File: src/hw/kef_defs.svh
// Constants of the key event queue readout block
// Assumes inclusion by bare name from the design file of the top module
`ifndef KEF_DEFS_SVH
`define KEF_DEFS_SVH
// Register offsets
`define KEF_A_QUEUE   3'h0
`define KEF_A_CFG     3'h1
`define KEF_A_DEB     3'h2
`define KEF_A_RATE    3'h3
`define KEF_A_PORT    3'h4
`define KEF_A_RPT     3'h5
`define KEF_A_SLEEP   3'h6
// Power-up values
`define KEF_RST_QUEUE 8'h3f
`define KEF_RST_CFG   8'h0a
`define KEF_RST_DEB   8'hff
`define KEF_RST_RATE  8'h00
`define KEF_RST_PORT  8'hfe
`define KEF_RST_RPT   8'h00
`define KEF_RST_SLEEP 8'h07
// Queue read codes
`define KEF_CODE_EMPTY 8'h3f
`define KEF_CODE_OVF   8'h7f
`define KEF_CODE_RPT   6'h3e
`define KEF_KEY_62     6'h3e
// Configuration bit positions
`define KEF_CFG_RUN   7
`define KEF_CFG_DEASS 5
`define KEF_CFG_REL   3
`define KEF_CFG_WAKE  1
// Queue depth
`define KEF_DEPTH     32
`endif

File: src/hw/kef_pkg.sv
// Types of the key event queue readout block
// Assumes kef_defs.svh is on the include path
package kef_pkg;
  // One queued key event
  typedef struct packed {
    logic       rpt;
    logic       rel;
    logic [5:0] key;
  } kef_evt_s;
  // Register state of the top module
  typedef struct packed {
    logic [7:0] cfg;
    logic [7:0] deb;
    logic [7:0] rate;
    logic [7:0] port;
    logic [7:0] rpt;
    logic [7:0] slp;
    logic       ovf;
    logic       alert_n;
    logic [7:0] rdata;
    logic       rvalid;
  } kef_regs_s;
endpackage : kef_pkg

File: src/hw/kef_top.sv
// Key event queue, register file and alert output of the key controller
// Assumes the serial bus decoder hands over byte reads and writes,
// and the scanner hands over debounced events with column and row.
// What this block does
// - After reset all registers hold power-up values, device sleeping.
// - Queue read carries the event's key number in bits 5..0, autorepeat excepted.
// - Key number equals column times eight plus row.
// - For keys below 62, bit 7 says more events remain.
// - For keys below 62, bit 6 marks release versus press.
// - Keys 62 and 63 read with bit 7 set; host reads again.
// - Queue register is read-only, powers up and reads empty as 0x3F.
// - After overflow a queue read returns 0x7F.
// - Autorepeat reads as 111110, bit 7 clear, bit 6 more-follow.
// - Queue read clears the alert depending on configuration bit 5.
// - Configuration bit 7 is run/sleep; host and autowake update it.
// - Configuration holds feature enables and powers up 0x0A.
// - Debounce register powers up 0xFF, port control 0xFE.
// - Rate and repeat registers power up 0x00, sleep time 0x07.
// - Mode 0 clears alert on empty queue; mode 1 after host read.
`include "kef_defs.svh"
`timescale 1ns/1ps
`default_nettype none

// Event queue with valid/ready on both sides
module kef_fifo #(
  parameter int W = 8,
  parameter int D = `KEF_DEPTH
) (
  input  wire logic         clk,
  input  wire logic         rst,
  input  wire logic         in_valid,
  output logic              in_ready,
  input  wire logic [W-1:0] in_data,
  output logic              out_valid,
  input  wire logic         out_ready,
  output logic [W-1:0]      out_data,
  output logic [$clog2(D):0] count
);
  localparam int AW = $clog2(D);
  typedef struct packed {
    logic [AW-1:0] wp;
    logic [AW-1:0] rp;
    logic [AW:0]   cnt;
    logic          rdy;
  } kef_fst_s;
  kef_fst_s       s_r, s_nxt;
  logic [W-1:0]   mem [D];
  logic           push, pop;

  // Handshakes
  assign push      = in_valid && s_r.rdy;
  assign pop       = out_ready && (s_r.cnt != '0);
  assign in_ready  = s_r.rdy;
  assign out_valid = (s_r.cnt != '0);
  assign out_data  = mem[s_r.rp];
  assign count     = s_r.cnt;

  // Pointer and count update
  always_comb begin
    s_nxt = s_r;
    if (push) s_nxt.wp = s_r.wp + 1'b1;
    if (pop) s_nxt.rp = s_r.rp + 1'b1;
    s_nxt.cnt = s_r.cnt + (AW+1)'(push) - (AW+1)'(pop);
    s_nxt.rdy = (s_nxt.cnt != (AW+1)'(D));
  end

  // State register
  always_ff @(posedge clk) begin
    if (rst) begin
      s_r <= '{wp: '0, rp: '0, cnt: '0, rdy: 1'b1};
    end else begin
      s_r <= s_nxt;
    end
  end

  // Storage
  always_ff @(posedge clk) begin
    if (push) mem[s_r.wp] <= in_data;
  end
endmodule : kef_fifo

module kef_top
  import kef_pkg::*;
#(
  parameter int DEPTH = `KEF_DEPTH
) (
  // Clock and reset
  input  wire logic       CLK,
  input  wire logic       RST,
  // Register access from the serial bus decoder
  input  wire logic [2:0] REG_ADDR,
  input  wire logic       REG_WR,
  input  wire logic       REG_RD,
  input  wire logic [7:0] REG_WDATA,
  output logic [7:0]      REG_RDATA,
  output logic            REG_RVALID,
  // Debounced events from the scanner
  input  wire logic       EVT_VALID,
  input  wire logic [2:0] EVT_COL,
  input  wire logic [2:0] EVT_ROW,
  input  wire logic       EVT_REL,
  input  wire logic       EVT_RPT,
  output logic            EVT_READY,
  // Alert and configuration outputs
  output logic            ALERT_N,
  output logic [7:0]      CFG_OUT,
  output logic [7:0]      DEB_OUT,
  output logic [7:0]      RATE_OUT,
  output logic [7:0]      PORT_OUT,
  output logic [7:0]      RPT_OUT,
  output logic [7:0]      SLEEP_OUT
);
  localparam int CW = $clog2(DEPTH) + 1;
  kef_regs_s      r_r, r_nxt;
  kef_evt_s       in_evt, head;
  logic           in_valid, in_ready, out_valid, pop, push, qrd;
  logic [CW-1:0]  cnt;
  logic [7:0]     code;

  // Event intake; non-repeat release events dropped when release detection is off
  assign in_evt.key = {EVT_COL, EVT_ROW};
  assign in_evt.rel = EVT_REL;
  assign in_evt.rpt = EVT_RPT;
  assign in_valid   = EVT_VALID && !(EVT_REL && !EVT_RPT && !r_r.cfg[`KEF_CFG_REL]);
  assign push       = in_valid && in_ready;
  assign qrd        = REG_RD && (REG_ADDR == `KEF_A_QUEUE);
  assign pop        = qrd && !r_r.ovf && out_valid;

  kef_fifo #(.W($bits(kef_evt_s)), .D(DEPTH)) u_fifo (
    .clk       (CLK),
    .rst       (RST),
    .in_valid  (in_valid),
    .in_ready  (in_ready),
    .in_data   (in_evt),
    .out_valid (out_valid),
    .out_ready (pop),
    .out_data  (head),
    .count     (cnt)
  );

  // Queue read code for the head event
  always_comb begin
    if (r_r.ovf) begin
      code = `KEF_CODE_OVF;
    end else if (!out_valid) begin
      code = `KEF_CODE_EMPTY;
    end else if (head.rpt) begin
      code = {1'b0, (cnt > CW'(1)), `KEF_CODE_RPT};
    end else if (head.key >= `KEF_KEY_62) begin
      code = {1'b1, head.rel, head.key};
    end else begin
      code = {(cnt > CW'(1)), head.rel, head.key};
    end
  end

  // Register file, overflow, alert and read data
  always_comb begin
    r_nxt = r_r;
    r_nxt.rvalid = REG_RD;
    if (REG_RD) begin
      unique case (REG_ADDR)
        `KEF_A_QUEUE: r_nxt.rdata = code;
        `KEF_A_CFG:   r_nxt.rdata = r_r.cfg;
        `KEF_A_DEB:   r_nxt.rdata = r_r.deb;
        `KEF_A_RATE:  r_nxt.rdata = r_r.rate;
        `KEF_A_PORT:  r_nxt.rdata = r_r.port;
        `KEF_A_RPT:   r_nxt.rdata = r_r.rpt;
        `KEF_A_SLEEP: r_nxt.rdata = r_r.slp;
        default:      r_nxt.rdata = 8'h00;
      endcase
    end
    if (REG_WR) begin
      unique case (REG_ADDR)
        `KEF_A_CFG:   r_nxt.cfg = REG_WDATA;
        `KEF_A_DEB:   r_nxt.deb = REG_WDATA;
        `KEF_A_RATE:  r_nxt.rate = REG_WDATA;
        `KEF_A_PORT:  r_nxt.port = REG_WDATA;
        `KEF_A_RPT:   r_nxt.rpt = REG_WDATA;
        `KEF_A_SLEEP: r_nxt.slp = REG_WDATA;
        default:      r_nxt.cfg = r_r.cfg; // Queue is read-only
      endcase
    end
    // Autowake on a key press; wins over a host write
    if (push && !EVT_REL && r_r.cfg[`KEF_CFG_WAKE]) r_nxt.cfg[`KEF_CFG_RUN] = 1'b1;
    // Overflow reported once, a new loss wins over the clear
    if (qrd && r_r.ovf) r_nxt.ovf = 1'b0;
    if (in_valid && !in_ready) r_nxt.ovf = 1'b1;
    // Alert clear by mode, new event wins
    if (r_r.cfg[`KEF_CFG_DEASS]) begin
      if (qrd) r_nxt.alert_n = 1'b1;
    end else if (cnt == CW'(0)) begin
      r_nxt.alert_n = 1'b1;
    end
    if (push) r_nxt.alert_n = 1'b0;
  end

  // State register with power-up values, sleep state at reset
  always_ff @(posedge CLK) begin
    if (RST) begin
      r_r <= '{cfg: `KEF_RST_CFG, deb: `KEF_RST_DEB, rate: `KEF_RST_RATE,
               port: `KEF_RST_PORT, rpt: `KEF_RST_RPT,
               slp: `KEF_RST_SLEEP, ovf: 1'b0, alert_n: 1'b1,
               rdata: `KEF_RST_QUEUE, rvalid: 1'b0};
    end else begin
      r_r <= r_nxt;
    end
  end

  // Outputs straight from flops
  assign REG_RDATA  = r_r.rdata;
  assign REG_RVALID = r_r.rvalid;
  assign EVT_READY  = in_ready;
  assign ALERT_N    = r_r.alert_n;
  assign CFG_OUT    = r_r.cfg;
  assign DEB_OUT    = r_r.deb;
  assign RATE_OUT   = r_r.rate;
  assign PORT_OUT   = r_r.port;
  assign RPT_OUT    = r_r.rpt;
  assign SLEEP_OUT  = r_r.slp;
endmodule : kef_top

`default_nettype wire

File: config.mk
export PLATFORM = sky130hd
export DESIGN_NAME = kef_top
export DESIGN_NICKNAME = d
export VERILOG_FILES = /design/src/hw/kef_pkg.sv /design/src/hw/kef_top.sv
export VERILOG_INCLUDE_DIRS = /design/src /design/src/hw
export SDC_FILE = /design/constraint.sdc
export NUM_CORES = 1
export LEC_CHECK = 0
export BUFFER_PORTS_ARGS = -buffer_cell sky130_fd_sc_hd__clkbuf_2
export CORE_UTILIZATION = 35
export DETAILED_ROUTE_END_ITERATION = 8
export HOLD_SLACK_MARGIN = 0.03
export PLACE_DENSITY_LB_ADDON = 0.15
export SYNTH_ARGS = -nofsm -noshare
export SYNTH_HDL_FRONTEND = slang
export SYNTH_SLANG_ARGS = --single-unit
File: constraint.sdc
create_clock -name CLK -period 3.9 [get_ports CLK]
set_input_delay 0.585 -clock CLK [delete_from_list [all_inputs] [get_ports CLK]]
set_output_delay 0.585 -clock CLK [all_outputs]
set_load 0.01 [all_outputs]
# Yosys cells after proc, flatten, opt, wreduce, memory -nomap -nowiden
# Memory sizes are Yosys's and may differ from the RTL's. A register that Yosys moved wholly into a read port is not among the register bits.
# Index checks and enable logic that the tools add are counted.
[classes]
shifts = 0
add_sub_neg = 4
n_div = 0
reduce_logical = 33
magnitude_cmp = 2
bitwise_logic = 0
n_eq_ne = 8
muxes = 23
n_mul = 0
[op_table]
columns = ["operator", "count"]
rows = [
  ["$mux W8", 10],
  ["$pmux W8 S7", 1],
  ["$mux W48", 1],
  ["$reduce_and A2 Y1", 8],
  ["$logic_and A1 B1 Y1", 12],
  ["$add A5 B1 Y5 const B", 2],
  ["$mux W5", 2],
  ["$eq A3 B3 Y1 const B", 3],
  ["$mux W1", 9],
  ["$add A6 B1 Y6", 1],
  ["$eq A3 B2 Y1 const B", 2],
  ["$ge A6 B6 Y1 const B", 1],
  ["$gt A6 B1 Y1 const B", 1],
  ["$logic_not A1 Y1", 6],
  ["$logic_not A6 Y1", 1],
  ["$ne A6 B6 Y1 const B", 1],
  ["$reduce_bool A2 Y1", 3],
  ["$reduce_bool A6 Y1", 1],
  ["$sub A6 B1 Y6", 1],
  ["$eq A3 B1 Y1 const B", 1],
  ["$logic_not A3 Y1", 1],
  ["$ne A3 B1 Y1 const B", 1],
  ["$reduce_bool A3 Y1", 1],
]
[totals]
inputBits = 24
ff_bits = 76
ramBits = 256
elab_cells = 86
latch_bits = 0
romBits = 0
out_inout_bits = 59
n_memories = 1
[mem_list]
columns = ["name", "words", "word_bits", "rd", "rd_clocked_by_memory_dff", "write_ports", "line", "rtl"]
rows = [
  ["u_fifo.mem", 32, 8, 1, 1, 1, "kef_top.sv:47", "logic [W-1:0] mem [D];"],
]

# Depth between registers and ports, before layout
[logic_depth]
depth_word = 10
mapped_depth = 16
mapped_depth_nobuf = 16

# Modules after synthesis
# A second synthesis with hierarchy kept.
[unflattened]
cells_unflattened = 1014
hier_area_um2 = 14332.5
[by_module_without_submodules]
columns = ["module", "n_inst", "area_each_um2", "cells_per_inst", "seq_area_each_um2"]
rows = [
  ["kef_fifo", 1, 11146.9, 634, 8127.8],
  ["kef_top", 1, 3185.6, 380, 1181.1],
]

# Least setup slack after synthesis
# No wires, ideal clock.
[synth_timing]
path_kind = "input port to flip-flop"
startpoint = "input port REG_ADDR[2]"
endpoint = "register u_fifo.s_r (netlist bit u_fifo.in_ready)"
n_path_buf = 1
setup_ns = 0.131
setup_slack_ns = 0.652
cell_stages = 15
required_time_ns = 3.769
arrival_ns = 3.117
cell_sequence = "clkbuf_1 > nor3_1 > nand2_1 > nor3_2 > ha_1 > inv_1 > ha_1 > inv_1 > fa_1 > inv_1 > a21oi_1 > nor2_1 > nor2_1 > xor2_1 > nand4_1"
[synth_via]
elab_chain_len = 7
[synth_lines]
columns = ["item", "line", "rtl"]
rows = [
  ["from (decl)", "kef_top.sv:91", "input wire logic [2:0] REG_ADDR,"],
  ["$logic_not A3 Y1", "-", ""],
  ["$logic_and A1 B1 Y1", "kef_top.sv:126", "assign qrd = REG_RD && (REG_ADDR == `KEF_A_QUEUE);"],
  ["$logic_and A1 B1 Y1 (2 in series)", "kef_top.sv:127", "assign pop = qrd && !r_r.ovf && out_valid;"],
  ["$logic_and A1 B1 Y1", "kef_top.sv:52", "assign pop = out_ready && (s_r.cnt != '0);"],
  ["net u_fifo.pop", "kef_top.sv:48", "logic push, pop;"],
  ["$sub A6 B1 Y6", "kef_top.sv:63", "s_nxt.cnt = s_r.cnt + (AW+1)'(push) - (AW+1)'(pop);"],
  ["$ne A6 B6 Y1", "kef_top.sv:64", "s_nxt.rdy = (s_nxt.cnt != (AW+1)'(D));"],
  ["to (signal assigned)", "kef_top.sv:70", "s_r <= '{wp: '0, rp: '0, cnt: '0, rdy: 1'b1};"],
  ["to (signal assigned)", "kef_top.sv:72", "s_r <= s_nxt;"],
  ["to (decl)", "kef_top.sv:46", "kef_fst_s s_r, s_nxt;"],
]
# The timed path passes the listed nets, and every way through them passes these cells.
# A chain may end at the register's enable or synchronous reset.

==> impl_metrics.csv <==
group,metric,value,unit
outcome,status,"completed",
timing,hold_viol,0,
cts,h-tree-depth,2,
die,num_rows,73,
setup_path,endpoint,"REG_RDATA[0]$_SDFFE_PP1P_",
power,switching_power,1.99,mW
power,powerDensity,517,nW/µm²
cts,clkTransAtPathRegs,0.06,ns
setup_path,ff2ff_setup_slack,0.89,ns
power,p_leak,5.47,nW
cts,ctsHoldBuffers,0,
synthesis,yosysMostFrequentCell,"edfxtp_1",
final_layout,n_fill_cell,3696,
route,num_vias,8096,
synthesis,synth_top_area_share,54.4,%
power,seq_power_share,48.5,%
setup_path,worst-path-stages,7,
hold_path,worstHoldPathType,"in -> reg",
cts,post_cts_resized,0,
route,wire_per_inst,22.5,µm
setup_path,crit_chain,"mux4_2 > mux4_2 > mux2_2 > nand2_1 > nand2_1 > a221oi_1 > o21ai_1",
timing,fin_crit_sh,77.3,%
cts,clock_path_buffers,3,
cts,cts_tree,"done",
die,num_io_pins,83,
die,core-area,39700,µm²
timing,rsz0062_at_grt,"false",
final_layout,final_cells,1578,
cts,cts-buffers-inserted,39,
grt,grt_usage,17.7,%
synthesis,synth_common_cells,"edfxtp_1 (256), nand2_1 (122), dfxtp_1 (81)",
cts,cts_setup_buffers,0,
synthesis,netlist_top_cells_area,"edfxtp_1 (54%), dfxtp_1 (11%), mux4_2 (9.1%)",
timing,finalSetupTns,0,ns
cts,clk_latency,0.54,ns
setup_path,cp.required,4.32,ns
grt,grt_pass1_vias,8137,
die,start_util,35.6,%
power,finalPower,8.33,mW
synthesis,postSynthAreaPerCell,14.7,µm²
synthesis,yosysSeqAreaShare,65.9,%
synthesis,syn_inst,964,
setup_path,cp_top_family,"multiplexers",
placement,io_buffers,82,
placement,dp_cells,1514,
final_layout,drive_gt1_share,24.1,%
timing,fin_crit,3.01,ns
setup_path,worst-path-buf-inv,0,
setup_path,slowest_delay,0.78,ns
timing,finalSetupViolations,0,
synthesis,synth_area_leader_cell,"edfxtp_1",
synthesis,synthesis.nets,1003,
power,swShare,23.9,%
setup_path,worstSetupPathType,"reg -> reg",
route,first_pass_iters,6,
die,die_area,41200,µm²
setup_path,crit_slowest_cell,"dfxtp_4",
timing,relSlewSlack,32.9,%
synthesis,synth_area,14100,µm²
final_layout,antenna_cells,0,
placement,dpl.hpwl,23600,µm
setup_path,r2r_cells,7,
route,wl,35600,µm
synthesis,synth-main-ff-cell,"edfxtp_1",
setup_path,start_kind,"flip-flop",
synthesis,synth-async-reset-ratio,0,%
final_layout,finalNetCount,1069,
timing,clock.fmax,332,MHz
cts,numClockSinks,337,
grt,antenna_found_initial,0,
setup_path,cp.arrival,3.43,ns
synthesis,ys_ff_latch,337,
timing,tightest_slew,0.999,ns
placement,routabilityCongestion,0.789,
grt,grt-ovfl-total,0,
timing,finClkSkew,0.0141,ns
setup_path,timing.rr.end,"REG_RDATA[0]$_SDFFE_PP1P_",
route,ant_nets,0,
power,ir_worst_vdd,252,µV
final_layout,final_util,40.5,%
route,vias_per_cell,5.13,
route,first_iter_violations,664,
synthesis,synth_edf_count,256,
power,internal_power,6.34,mW
die,die_w,203,µm
power,comb_power_share,10.5,%
cts,root_buffer,"clkbuf_16",
synthesis,synth_cell_types,54,
timing,drv_slew,0,
route,drc,0,
grt,grt_pass1_wl,53500,µm
grt,grt_start_max_net_pins,48,
synthesis,yosysWarnings,0,
die,die_y,203,µm
power,pwr-share-clk,41.0,%
flow_run,drv_cap,0,
final_layout,syn_to_final_growth,14.0,%
setup_path,crit_fanout,34,
setup_path,worstSetupEndpointType,"flip-flop",
[stage by stage]
stage | setup slack (ns) | cell area [µm²] | hold slack [ns]
after detailed placement | 0.697 | 14900 | 0.460
after global placement | 0.723 | 14900 | 0.455
after floorplan | 0.652 | 14100 | 0.446
final | 0.886 | 16100 | 0.370
after CTS | 0.794 | 16100 | 0.331
after global routing | 0.705 | 16100 | 0.361
[flip-flops by register name, summed over array words and instances, names as in the netlist, named ones only]
name and count:
ALERT_N 1, RPT_OUT 8, r_r 1, u_fifo.s_r 10, u_fifo.count 6, u_fifo.in_ready 1
DEB_OUT 8, REG_RVALID 1, RATE_OUT 8, CFG_OUT 8, u_fifo.mem 256, PORT_OUT 8
SLEEP_OUT 8, REG_RDATA 8
[worst reg2reg max path, cell delays in order (launching register included)]
cell and delay [ns]:
dfxtp_4 0.78, mux4_2 0.64, mux4_2 0.54, mux2_2 0.30, nand2_1 0.08, nand2_1 0.09, a221oi_1 0.37, o21ai_1 0.10
[cell type report]
| type | instances | area (µm²) | share of cell area [%] |
|---|---|---|---|
| Clock buffer | 46 | 1040 | 6.49 |
| Sequential cell | 337 | 9320 | 57.9 |
| Multi-Input combinational cell | 510 | 4110 | 25.5 |
| Tap cell | 525 | 657 | 4.08 |
| Clock inverter | 18 | 130 | 0.808 |
| Timing Repair Buffer | 127 | 786 | 4.88 |
| Inverter | 15 | 56.3 | 0.350 |
[placed cells by master, fill, tap and decap left out, types with 4 or more instances in the layout]
| master | count |
|---|---|
| clkbuf_1 | 5 |
| ha_1 | 14 |
| edfxtp_1 | 256 |
| xnor2_1 | 4 |
| nand3b_1 | 24 |
| nand4_1 | 5 |
| mux2_2 | 11 |
| xor2_1 | 7 |
| nand2_1 | 122 |
| nor2b_1 | 15 |
| a221oi_1 | 16 |
| dfxtp_1 | 79 |
| mux4_1 | 8 |
| buf_4 | 42 |
| clkinv_1 | 9 |
| mux4_2 | 57 |
| clkbuf_2 | 82 |
| nand3_1 | 9 |
| clkinv_2 | 8 |
| nand2b_1 | 4 |
| inv_1 | 14 |
| a21oi_1 | 56 |
| a31oi_1 | 5 |
| mux2i_1 | 27 |
| nor2_1 | 78 |
| clkbuf_16 | 41 |
| o21ai_0 | 8 |
| nor3_1 | 5 |
[layer usage]
| metal | vias up | global-route usage (%) | wire, µm |
|---|---|---|---|
| met5 | - | 0 | 0 |
| met3 | 57 | 3.90 | 1940 |
| met2 | 232 | 27.4 | 16200 |
| met1 | 4106 | 24.9 | 16500 |
| met4 | 0 | 5.13 | 834 |
| li1 | 3701 | - | - |
[logic make-up (layout without fill, tap and decap cells)]
| kind of cell | after synthesis | count (layout) | synth area share [%] |
|---|---|---|---|
| compound gates | 105 | 105 | 4.66 |
| mux | 104 | 104 | 13.5 |
| buf+inv | 117 | 206 | 5.01 |
| flops | 337 | 337 | 65.9 |
| fa+ha+maj | 15 | 15 | 1.38 |
| simple gates | 275 | 275 | 8.86 |
| xor+xnor | 11 | 11 | 0.682 |
[worst min-delay path by stage]
stage / cells after the start / startpoint / end
floorplan: 2 / RATE_OUT[1]$_SDFFE_PP0P_ / RATE_OUT[1]$_SDFFE_PP0P_
global placement: 2 / RATE_OUT[7]$_SDFFE_PP0P_ / RATE_OUT[7]$_SDFFE_PP0P_
detailed placement: 2 / RATE_OUT[1]$_SDFFE_PP0P_ / RATE_OUT[1]$_SDFFE_PP0P_
CTS: 3 / REG_RD / REG_RDATA[0]$_SDFFE_PP1P_
global route: 3 / REG_WDATA[6] / RATE_OUT[6]$_SDFFE_PP0P_
finish: 3 / REG_WDATA[6] / RATE_OUT[6]$_SDFFE_PP0P_
[power by group through the flow]
| stage | Sequential (mW) | Combinational (mW) | Clock (mW) |
|---|---|---|---|
| 6_report | 4.04 | 0.876 | 3.41 |
| 5_1_grt | 4.05 | 0.980 | 3.65 |
| 4_1_cts | 4.04 | 0.892 | 3.50 |
| 3_5_place_dp | 4.12 | 0.888 | 0 |
| 3_3_place_gp | 4.12 | 0.886 | 0 |
| 2_1_floorplan | 4.08 | 0.617 | 0 |
Note: power is estimated with default switching activity, not from simulation.
